## config.mk

```make
export PLATFORM = sky130hd
export DESIGN_NAME = cfg_regs
export DESIGN_NICKNAME = d
export VERILOG_FILES = /design/src/design/cfg_regs_pkg.sv /design/src/design/cfg_regs.sv /design/src/design/cfg_byte_reg.sv
export SDC_FILE = /design/constraint.sdc
export NUM_CORES = 1
export LEC_CHECK = 0
export BUFFER_PORTS_ARGS = -buffer_cell sky130_fd_sc_hd__buf_4
export CAP_MARGIN = 10
export CORE_ASPECT_RATIO = 2
export CORE_MARGIN = 3
export CORE_UTILIZATION = 50
export CTS_CLUSTER_SIZE = 28
export DETAILED_ROUTE_END_ITERATION = 8
export PLACE_DENSITY = 0.92
export SETUP_SLACK_MARGIN = 0.1
export SLEW_MARGIN = 40
export SYNTH_ARGS = -nofsm -noshare
export SYNTH_HDL_FRONTEND = slang
export SYNTH_SLANG_ARGS = --single-unit
```

## constraint.sdc

```tcl
create_clock -name mclk -period 1.9 [get_ports mclk]
set_input_delay 0.095 -clock mclk [delete_from_list [all_inputs] [get_ports mclk]]
set_output_delay 0.095 -clock mclk [all_outputs]
set_load 0.01 [all_outputs]
```

## src/design/cfg_regs_pkg.sv

```systemverilog
// constants for the reader front end configuration register bank
package cfg_regs_pkg;
    // ------------------------------------------------------------
    // register offsets
    // ------------------------------------------------------------
    localparam logic [4:0] ADDR_PROTOCOL_CTRL = 5'h01;
    localparam logic [4:0] ADDR_MOD_CLK = 5'h09;
    localparam logic [4:0] ADDR_RX_SETTING = 5'h0a;
    localparam logic [4:0] ADDR_REGULATOR = 5'h0b;

    // ------------------------------------------------------------
    // reset values and writable bit masks
    // ------------------------------------------------------------
    localparam logic [7:0] MOD_CLK_RESET = 8'h11;
    localparam logic [7:0] RX_SETTING_RESET = 8'h40;
    localparam logic [7:0] REGULATOR_RESET = 8'h87;
    localparam logic [7:0] MOD_CLK_MASK = 8'h7f;
    localparam logic [7:0] RX_SETTING_MASK = 8'hfc;
    localparam logic [7:0] REGULATOR_MASK = 8'he7;
    localparam logic [7:0] CLK_DIV_FIELD = 8'h30;

    // ------------------------------------------------------------
    // field positions
    // ------------------------------------------------------------
    localparam int EXT_MOD_SEL_BIT = 6;
    localparam int CLK_DIV_MSB = 5;
    localparam int CLK_DIV_LSB = 4;
    localparam int ANALOG_OUT_BIT = 3;
    localparam int MOD_DEPTH_MSB = 2;
    localparam int FILTER_LOW_BIT = 7;
    localparam int FILTER_MID_BIT = 6;
    localparam int FILTER_MANCH_BIT = 5;
    localparam int HIGH_RATE_BIT = 4;
    localparam int GAIN_MSB = 3;
    localparam int GAIN_LSB = 2;
    localparam int AUTO_REG_BIT = 7;
    localparam int EXT_AMP_BIT = 6;
    localparam int LOW_IO_BIT = 5;
    localparam int VCODE_MSB = 2;

    // ------------------------------------------------------------
    // decoded enumerations
    // ------------------------------------------------------------
    typedef enum logic [1:0] {
        CLK_OFF, CLK_3M3, CLK_6M78, CLK_13M56
    } clk_out_e;
    typedef enum logic [2:0] {
        ASK_10, OOK_100, ASK_7, ASK_8P5, ASK_13, ASK_16, ASK_22, ASK_30
    } mod_depth_e;
    typedef enum logic [1:0] {
        GAIN_0DB, GAIN_M5DB, GAIN_M10DB, GAIN_M15DB
    } gain_red_e;
endpackage : cfg_regs_pkg

```

## src/design/cfg_regs.sv

```systemverilog
// reader front end configuration register bank with field decoders
`timescale 1ns/1ps
module cfg_regs
    import cfg_regs_pkg::*;
(
    input wire logic mclk,
    input wire logic reset_n,
    input wire logic enable,
    input wire logic wr_en,
    input wire logic [4:0] wr_addr,
    input wire logic [7:0] wr_data,
    input wire logic [4:0] rd_addr,
    output logic [7:0] rd_data,
    input wire logic direct_mode,
    input wire logic ask_ook_pin,
    output logic ook_select,
    output logic analog_test_out,
    output logic clock_divider_select_high,
    output logic clock_divider_select_low,
    output clk_out_e system_clock_output,
    output mod_depth_e modulation_depth,
    output logic filter_select_low_subcarrier,
    output logic filter_select_mid_subcarrier,
    output logic filter_select_manchester_subcarrier,
    output logic high_rate_filter,
    output logic [3:0] gain_reduction_db,
    output logic auto_regulator,
    output logic external_amplifier_support,
    output logic ook_pin_mod_output,
    output logic rx_external_subcarrier,
    output logic low_io_drive,
    output logic [2:0] voltage_code
);
    // ------------------------------------------------------------
    // register storage
    // ------------------------------------------------------------
    logic [7:0] mod_clk_q;
    logic [7:0] rx_set_q;
    logic [7:0] reg_io_q;
    logic proto_wr;
    logic [2:0] ask_sync_q;
    logic ask_level_q;

    assign proto_wr = wr_en && (wr_addr == ADDR_PROTOCOL_CTRL);

    // divider bits survive a protocol write, rest reloads
    cfg_byte_reg #(
        .RESET_VAL(MOD_CLK_RESET),
        .WR_MASK(MOD_CLK_MASK),
        .RELOAD_MASK(MOD_CLK_MASK & ~CLK_DIV_FIELD)
    ) u_mod_clk (
        .mclk(mclk),
        .reset_n(reset_n),
        .enable(enable),
        .wr_en(wr_en && (wr_addr == ADDR_MOD_CLK)),
        .wr_data(wr_data),
        .reload(proto_wr),
        .value_q(mod_clk_q)
    );

    // whole register reloads on protocol write
    cfg_byte_reg #(
        .RESET_VAL(RX_SETTING_RESET),
        .WR_MASK(RX_SETTING_MASK),
        .RELOAD_MASK(8'hff)
    ) u_rx_set (
        .mclk(mclk),
        .reset_n(reset_n),
        .enable(enable),
        .wr_en(wr_en && (wr_addr == ADDR_RX_SETTING)),
        .wr_data(wr_data),
        .reload(proto_wr),
        .value_q(rx_set_q)
    );

    // no reload mask: protocol writes leave it alone
    cfg_byte_reg #(
        .RESET_VAL(REGULATOR_RESET),
        .WR_MASK(REGULATOR_MASK),
        .RELOAD_MASK(8'h00)
    ) u_reg_io (
        .mclk(mclk),
        .reset_n(reset_n),
        .enable(enable),
        .wr_en(wr_en && (wr_addr == ADDR_REGULATOR)),
        .wr_data(wr_data),
        .reload(proto_wr),
        .value_q(reg_io_q)
    );

    // ------------------------------------------------------------
    // read mux
    // ------------------------------------------------------------
    // unmapped addresses read zero; other registers live elsewhere
    always_comb begin
        case (rd_addr)
            ADDR_MOD_CLK: rd_data = mod_clk_q;
            ADDR_RX_SETTING: rd_data = rx_set_q;
            ADDR_REGULATOR: rd_data = reg_io_q;
            default: rd_data = 8'h00;
        endcase
    end

    // ------------------------------------------------------------
    // external modulation select pin
    // ------------------------------------------------------------
    // pin is asynchronous: three stages, change taken when 2 and 3 agree
    always_ff @(posedge mclk or negedge reset_n) begin
        if (!reset_n) begin
            ask_sync_q <= 3'h0;
            ask_level_q <= 1'b0;
        end else begin
            ask_sync_q <= {ask_sync_q[1:0], ask_ook_pin};
            if (ask_sync_q[1] == ask_sync_q[2]) begin
                ask_level_q <= ask_sync_q[2];
            end
        end
    end

    // pin wins only in direct mode, else register depth decides
    assign ook_select = (mod_clk_q[EXT_MOD_SEL_BIT] && direct_mode) ?
        ask_level_q : (mod_clk_q[MOD_DEPTH_MSB:0] == 3'(OOK_100));

    // ------------------------------------------------------------
    // modulator and clock output decode
    // ------------------------------------------------------------
    assign analog_test_out = mod_clk_q[ANALOG_OUT_BIT];
    assign clock_divider_select_high = mod_clk_q[CLK_DIV_MSB];
    assign clock_divider_select_low = mod_clk_q[CLK_DIV_LSB];
    // field codes map one to one onto the enum
    assign system_clock_output =
        clk_out_e'(mod_clk_q[CLK_DIV_MSB:CLK_DIV_LSB]);
    assign modulation_depth =
        mod_depth_e'(mod_clk_q[MOD_DEPTH_MSB:0]);

    // ------------------------------------------------------------
    // receiver filter and gain decode
    // ------------------------------------------------------------
    assign filter_select_low_subcarrier = rx_set_q[FILTER_LOW_BIT];
    assign filter_select_mid_subcarrier = rx_set_q[FILTER_MID_BIT];
    assign filter_select_manchester_subcarrier = rx_set_q[FILTER_MANCH_BIT];
    assign high_rate_filter = rx_set_q[HIGH_RATE_BIT];

    // total gain cut: wide filter adds 7 dB on top of the code
    always_comb begin
        logic [3:0] code_db;
        code_db = 4'h0;
        case (gain_red_e'(rx_set_q[GAIN_MSB:GAIN_LSB]))
            GAIN_0DB: code_db = 4'h0;
            GAIN_M5DB: code_db = 4'h5;
            GAIN_M10DB: code_db = 4'ha;
            GAIN_M15DB: code_db = 4'hf;
            default: code_db = 4'h0;
        endcase
        // saturate: 15 + 7 would not fit a nibble
        if (rx_set_q[HIGH_RATE_BIT]) begin
            gain_reduction_db = (code_db > 4'h8) ? 4'hf : code_db + 4'h7;
        end else begin
            gain_reduction_db = code_db;
        end
    end

    // ------------------------------------------------------------
    // regulator and I/O decode
    // ------------------------------------------------------------
    assign auto_regulator = reg_io_q[AUTO_REG_BIT];
    assign external_amplifier_support = reg_io_q[EXT_AMP_BIT];
    assign ook_pin_mod_output = reg_io_q[EXT_AMP_BIT];
    assign rx_external_subcarrier = reg_io_q[EXT_AMP_BIT];
    assign low_io_drive = reg_io_q[LOW_IO_BIT];
    assign voltage_code = reg_io_q[VCODE_MSB:0];
endmodule : cfg_regs

```

## src/design/cfg_byte_reg.sv

```systemverilog
// one byte-wide configuration register with reload and write masks
`timescale 1ns/1ps
module cfg_byte_reg
    import cfg_regs_pkg::*;
#(
    parameter logic [7:0] RESET_VAL = 8'h00,
    parameter logic [7:0] WR_MASK = 8'hff,
    parameter logic [7:0] RELOAD_MASK = 8'h00
) (
    input wire logic mclk,
    input wire logic reset_n,
    input wire logic enable,
    input wire logic wr_en,
    input wire logic [7:0] wr_data,
    input wire logic reload,
    output logic [7:0] value_q
);
    logic [7:0] value_d;

    // reload only touches bits in RELOAD_MASK; others keep their value
    always_comb begin
        value_d = value_q;
        if (!enable) begin
            value_d = RESET_VAL;
        end else if (reload) begin
            value_d = (value_q & ~RELOAD_MASK) | (RESET_VAL & RELOAD_MASK);
        end else if (wr_en) begin
            value_d = wr_data & WR_MASK; // unused bits stay zero
        end
    end

    // storage, power-on reset loads the default
    always_ff @(posedge mclk or negedge reset_n) begin
        if (!reset_n) begin
            value_q <= RESET_VAL;
        end else begin
            value_q <= value_d;
        end
    end
endmodule : cfg_byte_reg

```

* Word level (Yosys, flattened, before mapping)
Cells that the tools add are included.
W data, S select, Z words.
** Cells by class
- Add/subtract/negate cells :: 1
- Order comparisons :: 1
- Equal/unequal tests :: 17
- Muxes and demuxes :: 14
- Reductions and logical operators :: 8
** Operator list (count)
- $mux W8 :: 9
- $eq A5 B4 Y1 const B :: 6
- $pmux W8 S3 :: 1
- $pmux W4 S4 :: 1
- $mux W4 :: 2
- $ne A3 B1 Y1 const B :: 2
- $eq A5 B1 Y1 const B :: 1
- $logic_and A1 B1 Y1 :: 5
- $add A4 B3 Y4 const B :: 1
- $eq A2 B2 Y1 const B :: 2
- $gt A4 B4 Y1 const B :: 1
- $ne A2 B1 Y1 const B :: 2
- $reduce_and A2 Y1 :: 2
- $eq A3 B1 Y1 const B :: 1
- $eq A2 B1 Y1 const B :: 1
- $logic_not A2 Y1 :: 1
- $ne A2 B2 Y1 const B :: 1
- $eq A1 B1 Y1 :: 1
- $mux W1 :: 1
** Storage, ports and cells
- Flip-flop bits (word level) :: 28
- Input bits :: 24
- Output and inout port bits :: 33
- Word-level logic and storage cells :: 47

* Longest topological paths before layout
Gate-level depths: netlist (run 1).
- Depth in word-level cells :: 5
- Gate-level depth with buffers :: 5
- Depth with buffers taken out :: 3

* Hierarchy
A second synthesis (run 1) with hierarchy kept.
** Second synthesis, totals
- Cell total of the unflattened synthesis :: 133
- Area total of the unflattened synthesis :: 1436.4 um^2
** Modules (own cells, without submodules)
- cfg_regs :: instances 1, cells each 52, area an instance 510.5 um^2, seq. area each 100.1 um^2
- cfg_byte_reg (u_mod_clk) :: instances 1, cells each 28, area an instance 334.1 um^2, seq. area each 177.7 um^2
- cfg_byte_reg (u_reg_io) :: instances 1, cells each 30, area an instance 312.8 um^2, seq. area each 155.1 um^2
- cfg_byte_reg (u_rx_set) :: instances 1, cells each 23, area an instance 279.0 um^2, seq. area each 151.4 um^2

* Least setup slack after synthesis (run 1)
OpenSTA, ideal clock, no wires.
- Path kind :: flip-flop to output port
- Start point :: register u_reg_io.value_q[7]
- End point :: output rd_data[7]
- Arrival time :: 0.946 ns
- Data required time :: 1.805 ns
- Setup slack :: 0.859 ns
- Cell stages (with the launch flop) :: 3
- Buffers on the path :: 0
- Cells stage by stage :: dfstp_2 -> mux2i_1 -> nor3b_1
** Between the ends
- Word-level cells in the longest chain between the ends :: 1
** RTL lines
- start, declared :: line cfg_byte_reg.sv:16 : output logic [7:0] value_q
- start signal, assigned :: line cfg_byte_reg.sv:37 : value_q <= value_d;
- $pmux W8 S3 :: line cfg_regs.sv:96 : case (rd_addr)
- end, declared :: line cfg_regs.sv:13 : output logic [7:0] rd_data,
Every way passes these cells.

* Worst setup path in the final report (run 1)
- Start point :: register u_reg_io.value_q[5]
- End point :: output rd_data[5]
The elaborated chain is that of the path after synthesis.

==> results of run 1 <==
[sequential cells by signal (all words and copies together) (netlist names)]
signal,count
u_reg_io.value_q,6
u_mod_clk.value_q,7
ask_level_q,1
ask_sync_q,3
u_rx_set.value_q,6
[worst min path at each step]
stage                from              endpoint  depth (start not counted)
3_5_place_dp      reset_n   u_rx_set.value_q[4]                          1
2_1_floorplan     reset_n           ask_level_q                          0
5_1_grt        wr_data[0]   u_reg_io.value_q[0]                          3
6_report       wr_data[0]  u_mod_clk.value_q[0]                          3
4_1_cts        wr_data[0]  u_mod_clk.value_q[0]                          3
3_3_place_gp      reset_n   u_rx_set.value_q[3]                          1
[power groups by stage]
stage,Combinational (mW),Clock [mW],Sequential [mW]
after floorplan,0.0674,0,0.515
after global placement,0.135,0,0.515
after detailed placement,0.139,0,0.515
after CTS,0.144,0.296,0.506
after global routing,0.155,0.324,0.508
final,0.144,0.295,0.506
[worst max-delay path, delay by kind of cell, from the launching register on]
family	cells	cell delay [ns]
flip-flops	1	0.42
multiplexers	1	0.28
AO/OA/AOI/OAI	1	0.20
buffers and inverters	1	0.14
AND/OR/NAND/NOR	1	0.06
[cell type report]
class                           count  area share [%]
Multi-Input combinational cell    100           36.01
Sequential cell                    23           33.77
Timing Repair Buffer               58           25.45
Clock buffer                        4           2.603
Tap cell                           27           1.952
Inverter                            1          0.2169
[metal layers]
metal  part of all wire [%]  vias up  wire (um)
met5                      0        -          0
met4                    2.3        0         81
met3                    8.1        9        283
met2                     56       80       1978
met1                     33      622       1169
li1                       -      591          -
[layout by cell type (no fill, tap or decap), types with 2 or more instances in the layout]
cell / n
a21boi_0: 3
a21oi_1: 9
a22oi_1: 5
buf_4: 56
clkbuf_8: 3
dfrtp_1: 16
dfstp_2: 7
dlygate4sd3_1: 2
mux2_2: 3
mux2i_1: 3
nand2_1: 4
nand2b_1: 3
nand3_1: 24
nand3b_1: 2
nor2_1: 8
nor2b_1: 4
o21ai_0: 19
[stage by stage]
| step | setup slack, ns | cell area [um^2] |
|---|---|---|
| 2_1_floorplan | 0.8588 | 1324 |
| 3_3_place_gp | 0.5609 | 1665 |
| 3_5_place_dp | 0.4818 | 1665 |
| 4_1_cts | 0.4501 | 1730 |
| 5_1_grt | 0.4087 | 1730 |
| 6_report | 0.4373 | 1730 |
[kinds of logic after synthesis]
kind of cell / count (synthesis) / synth area share [%]
compound gates: 41 / 19.66
simple gates: 52 / 21.83
flops: 23 / 44.14
buf+inv: 17 / 8.789
fa+ha+maj: 1 / 0.7562
mux: 6 / 4.820
==> run metrics, run 1 <==
post-layout util=70.92%; CP Cell Sequence=mux2_2 -> a22oi_1 -> nor2_1 -> buf_4; switching power total=between 200 and 250 uW; Power Internal=around 720 uW; Worst-Margin Slew=0.6394 ns; met1 GRT Util=23.27%; TNS Setup=0 ns; number of synthesized flops with an enable pin=0; clock tree sinks=23; drt initial violations=76; RSZ-0062 raised after global routing=false; Crit Path Category=reg -> out; top cells by count, synth=24 x nand3_1, 19 x o21ai_0, 16 x dfrtp_1; clock share of power=31.2%; distinct cell type count after synthesis=33; register area share after synthesis=between 40% and 50%; Yosys reg bits=23; cts bufs inserted=3; status=finished clean; asr flop ratio synth=100.0%; crit end category=output port; Seq pwr share=53.5%; post-synth top area cell=dfrtp_1; Congestion Overflow GR=0; synthesized net count=164; WL/cell=16.49 um; Slowest Stage Delay on Critical Path=0.42 ns; R2R Path Start=u_reg_io.value_q[2]; CTS tree=yes; Die Area=0.003338 mm^2; Clk pin slew, worst setup/hold paths=0.08 ns; most numerous cell in the Yosys netlist=nand3_1; Synth-to-Final Area Change=30.72%; Antenna Cells=0; hold buffers post-CTS=2; Rows=25; share of layout cells above drive strength 1=between 30 and 40%; initial antenna violation count=0; Final GP Congestion=about 0.89; Routed Wire Length=roughly 3.5 mm; CP endpoint=rd_data[5]; Fin. Hold Viols=0; worst skew pair latency=0.26 ns; R2R Setup Slk=roughly 1.1 ns; vias in the first global route=between 1k and 1.5k; post-layout minimum cycle time=1.463 ns; crit path launch type=flop; slowest library cell on the worst path=dfrtp_1; ranking of synthesized cells by area=dfrtp_1 30%, dfstp_2 14%, nand3_1 9.1%, o21ai_0 7.2%, buf_4 4.0%; GRT met3 Usage=3.175%; I/O Pins=57; Root Driver=clkbuf_8; core area=roughly 0.0024 mm^2; chip height=78.77 um; Reg2Reg Capture Point=u_reg_io.value_q[2]; # resized after CTS=0; Synth top area share=30.25%; Worst Path Arrival=1.37 ns; met2 Usage GRT=about two fifths; Cells after Synth=between 100 and 150; VDD IR-drop max=0.6533 mV; H-Tree Depth=1; Cell Area, Synth=0.001324 mm^2; # Post-CTS Setup Buffers=0; worst setup path start=u_reg_io.value_q[5]; first-pass GRT wire length=5.692 mm; combinational group share of total power=15.2%; Hold Crit Class=in -> reg; multi-input logic area=623.1 um^2; Hold Slack=0.07374 ns; fillers=204; pin count of the biggest net entering global routing=24; # port buffers=56; Total GRT Usage=21.58%; worst r2r path cells=2; syn_area_per_cell=9.456 um^2; maxcap violations=0; Sw Share=24.09%; Yosys warning count=0; Highest Clock Rate=683.7 MHz; final cell count without fillers=213; final slew viol count=0; relative slew slack=57.13%; setup violators final=0; vias after detailed routing=approximately 1.3k; pwr dens=546.7 mW/mm^2; drt pass-1 iters=4; Synth Flop Type=dfrtp_1; Vias/cell=around 6.1; Most Crowded Layer GR=met2; total power=946.1 uW; post-route ant nets=0; fin crit share=76.98%; Storage cell area=between 500 and 600 um^2; DP HPWL=2.710 mm; DRC=0; Initial Util=54.26%; Die Width=42.39 um; WP data required=roughly 1.8 ns; CP max FO=3; Clock Skew=0.0001093 ns; worst-case clock buffer depth=2; DP Cell Count=just over 200; Pleak=0.7707 nW; Layout Nets=211
No activity file was read; power rests on OpenSTA's default activity.
==> run 2: changes to the inputs <==
Settings changed: CORE_UTILIZATION 50 to 47, PLACE_DENSITY 0.92 to 0.88.
Clock period 1.9 ns to 1.35 ns, I/O delays scaled along.
==> run 2 against run 1 <==
Die area up 5.7%. Highest routed layer unchanged. First-iteration DRC count down 43%. Core utilization rose by 0.59 points. Sequential power increased by 41%. Critical path depth unchanged. Clock skew hardly changed. Power grew 43%. Final cell count rose by 5.2%. Routed wire length up 4.7%. Flip-flop and latch count unchanged. Largest power group unchanged. Worst setup slack got worse by 0.43 ns. Global-route usage decreased by 0.33 points.
==> run metrics, run 2 (synthesized netlist as in run 1, its figures left out) <==
pin count of the biggest net entering global routing=24; relative slew slack=68.90%; Synth-to-Final Area Change=42.34%; core area=0.002635 mm^2; final instance area=0.001884 mm^2; drt pass-1 iters=4; largest register by flop count=u_mod_clk.value_q; worst-case clock buffer depth=2; crit end category=output port; Fin. Hold Viols=0; share of layout cells above drive strength 1=47.96%; most frequent cells in the layout=59 x buf_4, 24 x nand3_1, 19 x o21ai_0; first-pass GRT wire length=5.623 mm; status=finished clean; initial antenna violation count=0; DP Cell Count=210; Initial Util=between 50 and 60%; WP data required=1.28 ns; VDD IR-drop max=roughly 0.73 mV; Storage cell area=585.6 um^2; Slowest Stage Delay on Critical Path=0.38 ns; Routed Wire Length=between 3 and 4 mm; pwr dens=716.4 mW/mm^2; setup violators final=0; Worst-Margin Slew=0.4656 ns; cts bufs inserted=3; H-Tree Depth=1; Final GP Congestion=0.9228; Rows=26; fin crit share=99.31%; R2R Setup Slk=0.45 ns; maxcap violations=0; Root Driver=clkbuf_8; CP Cell Sequence=mux2_4 -> a22oi_2 -> nor2_1 -> buf_4; Vias/cell=between 5 and 6; instance count on the critical path=4; WL/cell=16.42 um; worst skew pair latency=approximately 0.26 ns; final slew viol count=0; placed inst area=between 0.0015 and 0.002 mm^2; Die Area=0.003528 mm^2; Worst Path Arrival=1.27 ns; Highest Clock Rate=745.9 MHz; Congestion Overflow GR=0; Antenna Cells=0; Pleak=0.8420 nW; chip height=81.05 um; DP HPWL=2.722 mm; DRC=0; final cell count without fillers=224; vias after detailed routing=about 1.3k; critical path's top delay family=flip-flops; Largest regs=u_mod_clk.value_q: 7 flops, u_reg_io.value_q: 6 flops, u_rx_set.value_q: 6 flops; crit path launch type=flop; drt initial violations=43; vias in the first global route=1215; Die Width=43.53 um; clock tree sinks=23; RSZ-0062 raised after global routing=true; post-layout minimum cycle time=around 1.3 ns; Hold Crit Class=in -> reg; Clock Skew=0.0003620 ns; I/O Pins=57; multi-input logic area=673.1 um^2; Layout Nets=221; post-layout util=71.51%; post-route ant nets=0; CTS tree=yes; commonest non-fill, non-tap cell in the layout=buf_4; max reg flops=7; Worst Path Buf+Inv=1; Clk pin slew, worst setup/hold paths=approximately 0.070 ns; Total GRT Usage=21.25%; fillers=222; Crit Path Category=reg -> out; slowest library cell on the worst path=dfrtp_1; hold path depth=2; # port buffers=56; CP max FO=2; worst r2r path cells=3
[run 2: changes by cell type in the layout (fill, tap and decap cells not counted), sizes merged]
cell / delta
buf: +10
[run 2: what timing repair did]
item	in CTS	in global routing
hold buffers	2	0
setup buffers	6	2
hold endpoints to repair	24	0
resized for setup	4	18
setup endpoints to repair	6	8
pin swaps	2	2
[run 2: worst paths after layout]
path / to / from
worst max register to register: u_mod_clk.value_q[4] / u_mod_clk.value_q[4]
worst max-delay path: rd_data[5] / u_rx_set.value_q[5]
max in group asynchronous: u_reg_io.value_q[2] / reset_n
min in group asynchronous: ask_level_q / reset_n
worst min register to register: ask_sync_q[1] / ask_sync_q[0]
worst min-delay path: u_reg_io.value_q[2] / enable
[run 2: routing by layer]
layer  GRT usage [%]  vias to the layer above  share of wire, %  wire [um]
met5               0                        -                 0          0
met4           10.88                        0               3.6        133
met3           2.882                       11               7.7        285
met2           37.98                       77                55       2015
met1           23.69                      616                34       1245
li1                -                      611                 -          -
[run 2: final cells by class]
| type | count | area share (%) |
|---|---|---|
| repair buffers | 68 | 28.75 |
| clock buffers | 4 | 2.390 |
| well taps | 28 | 1.859 |
| multi-input cells | 100 | 35.72 |
| inverters | 1 | 0.1992 |
| flip-flops and latches | 23 | 31.08 |
[run 2: stage by stage]
stage / setup TNS (ns) / hold slack, ns / setup slack [ns] / total power [mW]
floorplan: 0 / -0.2281 / 0.3363 / 0.8198
global placement: 0 / -0.03604 / 0.2808 / 0.9203
detailed placement: 0 / -0.02885 / 0.2444 / 0.9270
CTS: 0 / 0.04395 / 0.008118 / 1.347
global route: -0.1511 / 0.05445 / -0.05633 / 1.411
finish: 0 / 0.04416 / 0.009374 / 1.350
[run 2: power by group]
group	leakage, nW	switching, mW	internal (mW)	total [mW]
clock	0.0228	0.203	0.210	0.414
combinational	0.533	0.114	0.109	0.223
sequential	0.286	0.00913	0.704	0.713
total	0.842	0.326	1.02	1.35
